$ cat src/ccs_pkg.sv
package ccs_pkg;
  // ==========================================
  // Attribute memory map
  localparam logic [10:0] CCS_BASE = 11'h200;
  localparam logic [8:0] CCS_OFS_OPTION = 9'h000;
  localparam logic [8:0] CCS_OFS_STATUS = 9'h002;
  localparam logic [8:0] CCS_OFS_PINREP = 9'h004;

  // ==========================================
  // Option register fields
  localparam int CCS_OPT_SOFT_RESET = 7;
  localparam int CCS_OPT_LEVIRQ = 6;
  localparam logic [5:0] CCS_IDX_MEMORY = 6'h00;
  localparam logic [5:0] CCS_IDX_IO_ANY16 = 6'h01;
  localparam logic [5:0] CCS_IDX_IO_PRIMARY = 6'h02;
  localparam logic [5:0] CCS_IDX_IO_SECONDARY = 6'h03;

  // ==========================================
  // Status register fields
  localparam int CCS_STS_CHANGED = 7;
  localparam int CCS_STS_CHG_ENABLE = 6;
  localparam int CCS_STS_IO8 = 5;
  localparam int CCS_STS_PL1DIS = 4;
  localparam int CCS_STS_AUDIO = 3;
  localparam int CCS_STS_PWRDN = 2;
  localparam int CCS_STS_INT = 1;

  // ==========================================
  // Pin replacement fields
  localparam int CCS_PR_READY_CHG = 5;
  localparam int CCS_PR_WP_CHG = 4;
  localparam int CCS_PR_RREADY = 1;
  localparam int CCS_PR_WP_MASK = 0;
  localparam logic [7:0] CCS_PR_FIXED_ONES = 8'h0c;

  // ==========================================
  // Reset values
  localparam logic [7:0] CCS_OPTION_RESET = 8'h00;
  localparam logic [7:0] CCS_STATUS_RESET = 8'h00;
  localparam logic [22:0] CCS_PINS_IDLE = 23'h7fffff;

  typedef enum logic [1:0] {
    CCS_PWR_ACTIVE = 2'b00,
    CCS_PWR_ENTER = 2'b01,
    CCS_PWR_DOWN = 2'b10,
    CCS_PWR_LEAVE = 2'b11
  } ccs_pwr_e;
endpackage

$ cat src/ccs_regs.sv
`timescale 1ns/1ns
module ccs_regs
  import ccs_pkg::*;
(
  // Clock and reset
  input wire logic clock,
  input wire logic rst,
  // Host socket pins
  input wire logic reg_n,
  input wire logic ce1_n,
  input wire logic oe_n,
  input wire logic we_n,
  input wire logic [10:0] addr,
  input wire logic [7:0] data_in,
  output logic [7:0] data_out,
  output logic data_oe,
  output logic state_change_pin_n,
  output logic ready_pin,
  output logic speaker_out,
  // Card core side
  input wire logic card_ready,
  input wire logic write_protect_state,
  input wire logic irq_request,
  input wire logic host_irq_disable,
  input wire logic idle_timeout,
  input wire logic command_received,
  input wire logic audio_in,
  input wire logic power_is_down,
  output logic core_hard_reset,
  output logic level_irq_select,
  output logic mode_memory,
  output logic mode_io_any16,
  output logic mode_io_primary,
  output logic mode_io_secondary,
  output logic power_down,
  output logic power_level1_disable
);

  // ==========================================
  // Pin synchronisers
  logic [22:0] pin_meta;
  logic [22:0] pin_sync;
  logic [22:0] pin_last;
  always_ff @(posedge clock) begin
    if (rst) begin
      pin_meta <= CCS_PINS_IDLE;
      pin_sync <= CCS_PINS_IDLE;
      pin_last <= CCS_PINS_IDLE;
    end else begin
      pin_meta <= {reg_n, ce1_n, oe_n, we_n, addr, data_in};
      pin_sync <= pin_meta;
      pin_last <= pin_sync;
    end
  end

  // ==========================================
  // Attribute cycle decode
  wire logic s_reg_n = pin_sync[22];
  wire logic s_ce1_n = pin_sync[21];
  wire logic s_oe_n = pin_sync[20];
  wire logic [10:0] s_addr = pin_sync[18:8];
  wire logic l_reg_n = pin_last[22];
  wire logic l_ce1_n = pin_last[21];
  wire logic l_we_n = pin_last[19];
  wire logic [10:0] l_addr = pin_last[18:8];
  wire logic [7:0] l_data = pin_last[7:0];
  wire logic s_we_n = pin_sync[19];
  // Odd addresses never match since every offset is even
  wire logic [10:0] s_rel = s_addr - CCS_BASE;
  wire logic [10:0] l_rel = l_addr - CCS_BASE;
  wire logic s_attr = !s_reg_n && !s_ce1_n && s_addr[10:9] == CCS_BASE[10:9];
  wire logic l_attr = !l_reg_n && !l_ce1_n && l_addr[10:9] == CCS_BASE[10:9];
  wire logic rd_sel = s_attr && !s_oe_n && s_we_n;
  // A write is taken at the release of the write strobe, when data has settled
  wire logic wr_fire = l_attr && !l_we_n && s_we_n;
  wire logic wr_option = wr_fire && l_rel[8:0] == CCS_OFS_OPTION;
  wire logic wr_status = wr_fire && l_rel[8:0] == CCS_OFS_STATUS;
  wire logic wr_pinrep = wr_fire && l_rel[8:0] == CCS_OFS_PINREP;

  // ==========================================
  // Soft reset
  logic soft_reset_bit;
  always_ff @(posedge clock) begin
    if (rst) begin
      soft_reset_bit <= 1'b0;
    end else if (wr_option) begin
      soft_reset_bit <= l_data[CCS_OPT_SOFT_RESET];
    end
  end
  // Everything but the soft reset bit, the pin synchronisers and the read path restarts from this
  wire logic card_reset = rst || soft_reset_bit;

  always_ff @(posedge clock) begin
    if (rst) begin
      core_hard_reset <= 1'b1;
    end else begin
      core_hard_reset <= card_reset;
    end
  end

  // ==========================================
  // Option register
  logic [5:0] config_index;
  always_ff @(posedge clock) begin
    if (card_reset) begin
      level_irq_select <= 1'b0;
      config_index <= CCS_OPTION_RESET[5:0];
    end else if (wr_option) begin
      level_irq_select <= l_data[CCS_OPT_LEVIRQ];
      config_index <= l_data[5:0];
    end
  end

  // Any reserved upper index bit set leaves the card in no mode at all
  wire logic idx_upper_clear = config_index[5:4] == 2'b00;
  wire logic dec_memory = config_index == CCS_IDX_MEMORY;
  wire logic dec_any16 = idx_upper_clear && config_index[3:0] == CCS_IDX_IO_ANY16[3:0];
  wire logic dec_primary = idx_upper_clear && config_index[3:0] == CCS_IDX_IO_PRIMARY[3:0];
  wire logic dec_secondary = idx_upper_clear && config_index[3:0] == CCS_IDX_IO_SECONDARY[3:0];
  wire logic io_mode = dec_any16 || dec_primary || dec_secondary;

  always_ff @(posedge clock) begin
    if (card_reset) begin
      mode_memory <= 1'b1;
      mode_io_any16 <= 1'b0;
      mode_io_primary <= 1'b0;
      mode_io_secondary <= 1'b0;
    end else begin
      mode_memory <= dec_memory;
      mode_io_any16 <= dec_any16;
      mode_io_primary <= dec_primary;
      mode_io_secondary <= dec_secondary;
    end
  end

  // ==========================================
  // Status register
  logic state_change_enable;
  logic byte_io_request;
  logic audio_enable;
  logic power_down_request;
  always_ff @(posedge clock) begin
    if (card_reset) begin
      state_change_enable <= CCS_STATUS_RESET[CCS_STS_CHG_ENABLE];
      byte_io_request <= CCS_STATUS_RESET[CCS_STS_IO8];
      power_level1_disable <= CCS_STATUS_RESET[CCS_STS_PL1DIS];
      audio_enable <= CCS_STATUS_RESET[CCS_STS_AUDIO];
      power_down_request <= CCS_STATUS_RESET[CCS_STS_PWRDN];
    end else if (wr_status) begin
      state_change_enable <= l_data[CCS_STS_CHG_ENABLE];
      // Stored for read-back only; both I/O widths stay accepted
      byte_io_request <= l_data[CCS_STS_IO8];
      power_level1_disable <= l_data[CCS_STS_PL1DIS];
      audio_enable <= l_data[CCS_STS_AUDIO];
      power_down_request <= l_data[CCS_STS_PWRDN];
    end
  end

  wire logic irq_visible = irq_request && !host_irq_disable;
  always_ff @(posedge clock) begin
    if (card_reset) begin
      speaker_out <= 1'b0;
    end else begin
      speaker_out <= audio_enable && audio_in && !mode_memory;
    end
  end

  // ==========================================
  // Pin replacement register
  logic ready_changed;
  logic write_protect_changed;
  logic ready_seen;
  logic wp_seen;
  wire logic ready_event = card_ready != ready_seen;
  wire logic wp_event = write_protect_state != wp_seen;
  wire logic ready_mask = wr_pinrep && l_data[CCS_PR_RREADY];
  wire logic wp_mask = wr_pinrep && l_data[CCS_PR_WP_MASK];
  // A hardware change in the same cycle as a host clear still sets the bit
  wire logic next_ready_changed = ready_event || (ready_mask ? l_data[CCS_PR_READY_CHG] : ready_changed);
  wire logic next_wp_changed = wp_event || (wp_mask ? l_data[CCS_PR_WP_CHG] : write_protect_changed);

  always_ff @(posedge clock) begin
    if (card_reset) begin
      ready_seen <= card_ready;
      wp_seen <= write_protect_state;
      ready_changed <= 1'b0;
      write_protect_changed <= 1'b0;
    end else begin
      ready_seen <= card_ready;
      wp_seen <= write_protect_state;
      ready_changed <= next_ready_changed;
      write_protect_changed <= next_wp_changed;
    end
  end

  wire logic changed = ready_changed || write_protect_changed;

  always_ff @(posedge clock) begin
    if (card_reset) begin
      state_change_pin_n <= 1'b1;
    end else begin
      state_change_pin_n <= !(io_mode && state_change_enable && changed);
    end
  end

  // ==========================================
  // Power state and READY
  ccs_pwr_e pwr_state;
  ccs_pwr_e next_pwr_state;
  logic idle_down;
  always_ff @(posedge clock) begin
    if (card_reset) begin
      idle_down <= 1'b0;
    end else if (command_received) begin
      idle_down <= 1'b0;
    end else if (idle_timeout) begin
      idle_down <= 1'b1;
    end
  end
  wire logic want_down = power_down_request || idle_down;
  wire logic pd_changed = wr_status && l_data[CCS_STS_PWRDN] != power_down_request;

  always_comb begin
    next_pwr_state = pwr_state;
    case (pwr_state)
      CCS_PWR_ACTIVE: begin
        if (pd_changed || want_down) next_pwr_state = CCS_PWR_ENTER;
      end
      CCS_PWR_ENTER: begin
        if (!want_down) next_pwr_state = CCS_PWR_LEAVE;
        else if (power_is_down) next_pwr_state = CCS_PWR_DOWN;
      end
      CCS_PWR_DOWN: begin
        if (pd_changed || !want_down) next_pwr_state = CCS_PWR_LEAVE;
      end
      CCS_PWR_LEAVE: begin
        if (want_down) next_pwr_state = CCS_PWR_ENTER;
        else if (!power_is_down) next_pwr_state = CCS_PWR_ACTIVE;
      end
      default: next_pwr_state = CCS_PWR_ACTIVE;
    endcase
  end
  // Any toggle of the request drops READY at once, even if the core is already there
  wire logic pwr_busy = pd_changed || next_pwr_state == CCS_PWR_ENTER || next_pwr_state == CCS_PWR_LEAVE;

  always_ff @(posedge clock) begin
    if (card_reset) begin
      pwr_state <= CCS_PWR_ACTIVE;
      power_down <= 1'b0;
      ready_pin <= 1'b0;
    end else begin
      pwr_state <= next_pwr_state;
      power_down <= want_down;
      ready_pin <= card_ready && !pwr_busy;
    end
  end

  // ==========================================
  // Read path
  wire logic [7:0] rd_option = {soft_reset_bit, level_irq_select, config_index};
  wire logic [7:0] rd_status = {changed, state_change_enable, byte_io_request, power_level1_disable,
                                audio_enable, power_down_request, irq_visible, 1'b0};
  wire logic [7:0] rd_pinrep = CCS_PR_FIXED_ONES | {2'b00, ready_changed, write_protect_changed,
                                2'b00, card_ready, 1'b0};
  wire logic [7:0] rd_mux = (s_rel[8:0] == CCS_OFS_OPTION) ? rd_option :
                            (s_rel[8:0] == CCS_OFS_STATUS) ? rd_status :
                            (s_rel[8:0] == CCS_OFS_PINREP) ? rd_pinrep : 8'h00;
  wire logic rd_hit = rd_sel && (s_rel[8:0] == CCS_OFS_OPTION || s_rel[8:0] == CCS_OFS_STATUS ||
                                 s_rel[8:0] == CCS_OFS_PINREP);

  always_ff @(posedge clock) begin
    if (rst) begin
      data_out <= 8'h00;
      data_oe <= 1'b0;
    end else begin
      data_out <= rd_hit ? rd_mux : 8'h00;
      data_oe <= rd_hit;
    end
  end
endmodule

$ cat config.mk
export PLATFORM = sky130hd
export DESIGN_NAME = ccs_regs
export DESIGN_NICKNAME = d
export VERILOG_FILES = /design/src/ccs_pkg.sv /design/src/ccs_regs.sv
export SDC_FILE = /design/constraint.sdc
export NUM_CORES = 1
export LEC_CHECK = 0
export BUFFER_PORTS_ARGS = -buffer_cell sky130_fd_sc_hd__buf_2
export CAP_MARGIN = 15
export CORE_ASPECT_RATIO = 1.75
export CORE_MARGIN = 4
export CORE_UTILIZATION = 40
export CTS_CLUSTER_DIAMETER = 120
export DETAILED_ROUTE_END_ITERATION = 10
export GPL_ROUTABILITY_DRIVEN = 0
export SLEW_MARGIN = 20
export SYNTH_ARGS = -nofsm -noshare
export SYNTH_HDL_FRONTEND = slang
export SYNTH_SLANG_ARGS = --single-unit
$ cat constraint.sdc
create_clock -name clock -period 3.4 [get_ports clock]
set_input_delay 0.34 -clock clock [delete_from_list [all_inputs] [get_ports clock]]
set_output_delay 0.34 -clock clock [all_outputs]
set_load 0.03 [all_outputs]
==> out/results.txt <==
Max Cap Viol: 0
First-pass GRT wire length: 9560 um
Worst-Skew Late Latency: 340 ps
P per Cell Area: 582 nW/um^2
Slew Limit Headroom: 59.7%
R2R depth: 4
Final hold violations: 0
Core Area: 8260 um^2
Drt wl/cell: 12.8 um
Die width: 77.5 um
Met2 Usage GRT: 22.1%
Asr flop ratio synth: 0%
Total Nets Final: 389
Internal power: 1.85 mW
Cell Rows: 44
Critical path peak fanout: 7
GR Util met3: 4.49%
RSZ-0062 raised after global routing: no
Synth-to-Final Area Change: 17.5%
Num CTS Buffers: 9
Worst-Margin Slew: 604 ps
Drt first pass iters: 4
Top Ports: 53
Crit path required time: 3630 ps
Syn Inst Count: 304
Psw: 470 uW
Top Usage Layer GRT: met2
Htree depth: 3
Worst-path clk slew: 60 ps
Antenna violations before repair: 0
Diode count: 0
Worst Setup Start Kind: register
CTS Hold Buffers Added: 0
Period minus WS final: 1630 ps
Switching Fraction: 20.3%
DRC viols: 0
Pre-CTS setup slack: 1670 ps
Yosys reg bits: 106
Routing usage on met1: 13.3%
# fillers: 762
Root Driver: clkbuf_16
Die ar.: 10100 um^2
Setup TNS: 0 ps
WP data arrival: 1860 ps
Setup WS post-layout: 1770 ps
CTS sink count: 106
Comb pwr share: 4.1%
CTS tree: done
Post-cts sizing count: 0
Pin count of the biggest net entering global routing: 70
PortBufs: 52
Post-CTS Setup Bufs: 0
Status: completed
HP Class: in -> reg
Post-synth top flop: dfxtp_1
Slew Limit Fails: 0
Vias per inst: 4.70
Hpwl dp: 4210 um
Leakage: 1.71 nW
Via count: 2124
Final Cycle Share: 47.9%
Clock buffer depth: 2
Syn_area_per_cell: 11.1 um^2
Worst Skew: 8.40 ps
Sequential power share: 56.4%
Initial DRC count: 65
EDFF count, synth: 0
Syn nets: 337
Clk pwr share: 39.6%
Ys Warns: 0
Total track usage: 12.6%
Yosys cell types: 39
Fraction of layout cells with a size suffix above 1: 40.0%
Die Y: 130 um
Max VDD drop: 274 uV
Register area share after synthesis: 62.7%
Hold Crit Depth: 1
Total grt overflow: 0
Max Freq: 614 MHz
Critical path class: reg -> reg
Final Setup Violations: 0
Total Wirelength: 5770 um
Final antenna-violating net count: 0
Vias in the first global route: 1996
Worst setup EP type: register
Initial Util: 41.0%
Synthesized area: 3390 um^2
through the flow:
step                      hold slack [ps]  cells  instance area, um^2  power, mW  util (%)
after global routing                  123    452                 3980       2.41      48.2
after detailed placement              392    437                 3710       1.43      45.0
after floorplan                       368    304                 3390       1.39         -
after global placement                391    437                 3710       1.43      45.0
after CTS                             116    452                 3980       2.34      48.2
final                                 125    452                 3980       2.32      48.2
cell usage in the layout, fill, tap and decap left out, types with 2 or more instances in the layout:
master,Yosys,layout
o21ai_0,2,2
nor4b_4,2,2
buf_2,2,52
nor2b_1,4,4
nor4b_1,2,2
or2_2,67,67
clkbuf_1,9,3
o21a_1,2,2
nand2_1,4,4
clkbuf_16,0,9
and3_1,2,2
nor3_1,3,3
mux2i_1,17,17
a21oi_1,10,10
xor2_1,2,2
dfxtp_1,106,106
nand4_2,2,2
nor2_1,39,39
a31oi_1,3,3
nor4b_2,2,2
inv_1,5,5
flip-flops by register name, indices dropped and copies added, names as in the netlist, 2 cells and up:
signal,cells
pin_meta,23
pin_sync,23
pin_last,22
data_out,8
config_index,6
pwr_state,2
critical path, cell delays in order, from the launching register on:
cell and delay (ps):
dfxtp_1 320, nor4b_4 350, and4_1 520, o211ai_2 140
and3_1 190
power by group through the flow:
stage,combinational (mW),clock [mW],sequential [mW]
after global routing,0.107,0.989,1.31
after CTS,0.0960,0.942,1.31
after floorplan,0.0637,0,1.33
after global placement,0.0943,0,1.33
final,0.0940,0.917,1.31
after detailed placement,0.0960,0,1.33
final cells by class:
type                    count  area, um^2  share of cell area, %
inverters                   5        18.8                  0.472
flip-flops and latches    106        2120                   53.4
repair buffers             53         268                   6.73
well taps                  92         115                   2.89
clock buffers              13         250                   6.29
multi-input cells         181        1190                   29.9
clock inverters             2        13.8                  0.346
cells in the mapped netlist, types with 3 or more instances:
master,number,share of area (%)
inv_1,5,0.55
or2_2,67,12
nor2_1,39,4.3
nor2b_1,4,0.74
a21oi_1,10,1.5
nor3_1,3,0.44
mux2i_1,17,5.0
nand2_1,4,0.44
dfxtp_1,106,63
clkbuf_1,9,1.0
a31oi_1,3,0.55
per-layer routing:
layer | vias up | part of all wire [%]
li1 | 1095 | -
met2 | 59 | 52
met3 | 9 | 6.0
met5 | - | 0
met4 | 0 | 2.7
met1 | 961 | 39
logic make-up (layout without fill, tap and decap cells):
family	Yosys count	after routing	synth area share [%]
buffers and inverters	17	73	2.18
xor gates and xnor gates	3	3	0.776
and+or+nand+nor	139	139	25.2
AOI/OAI and AO/OA	22	22	4.18
muxes	17	17	5.03
DFF	106	106	62.7
path summary, 6_finish.rpt:
kind	startpoint	endpoint	slack [ps]
setup / recovery	pin_last[11]	ready_pin	1770
hold / removal	write_protect_state	wp_seen	130
setup reg to reg	pin_last[11]	ready_pin	1770
hold reg to reg	pin_meta[21]	pin_sync[21]	410
(Power assumes the default switching activity.)
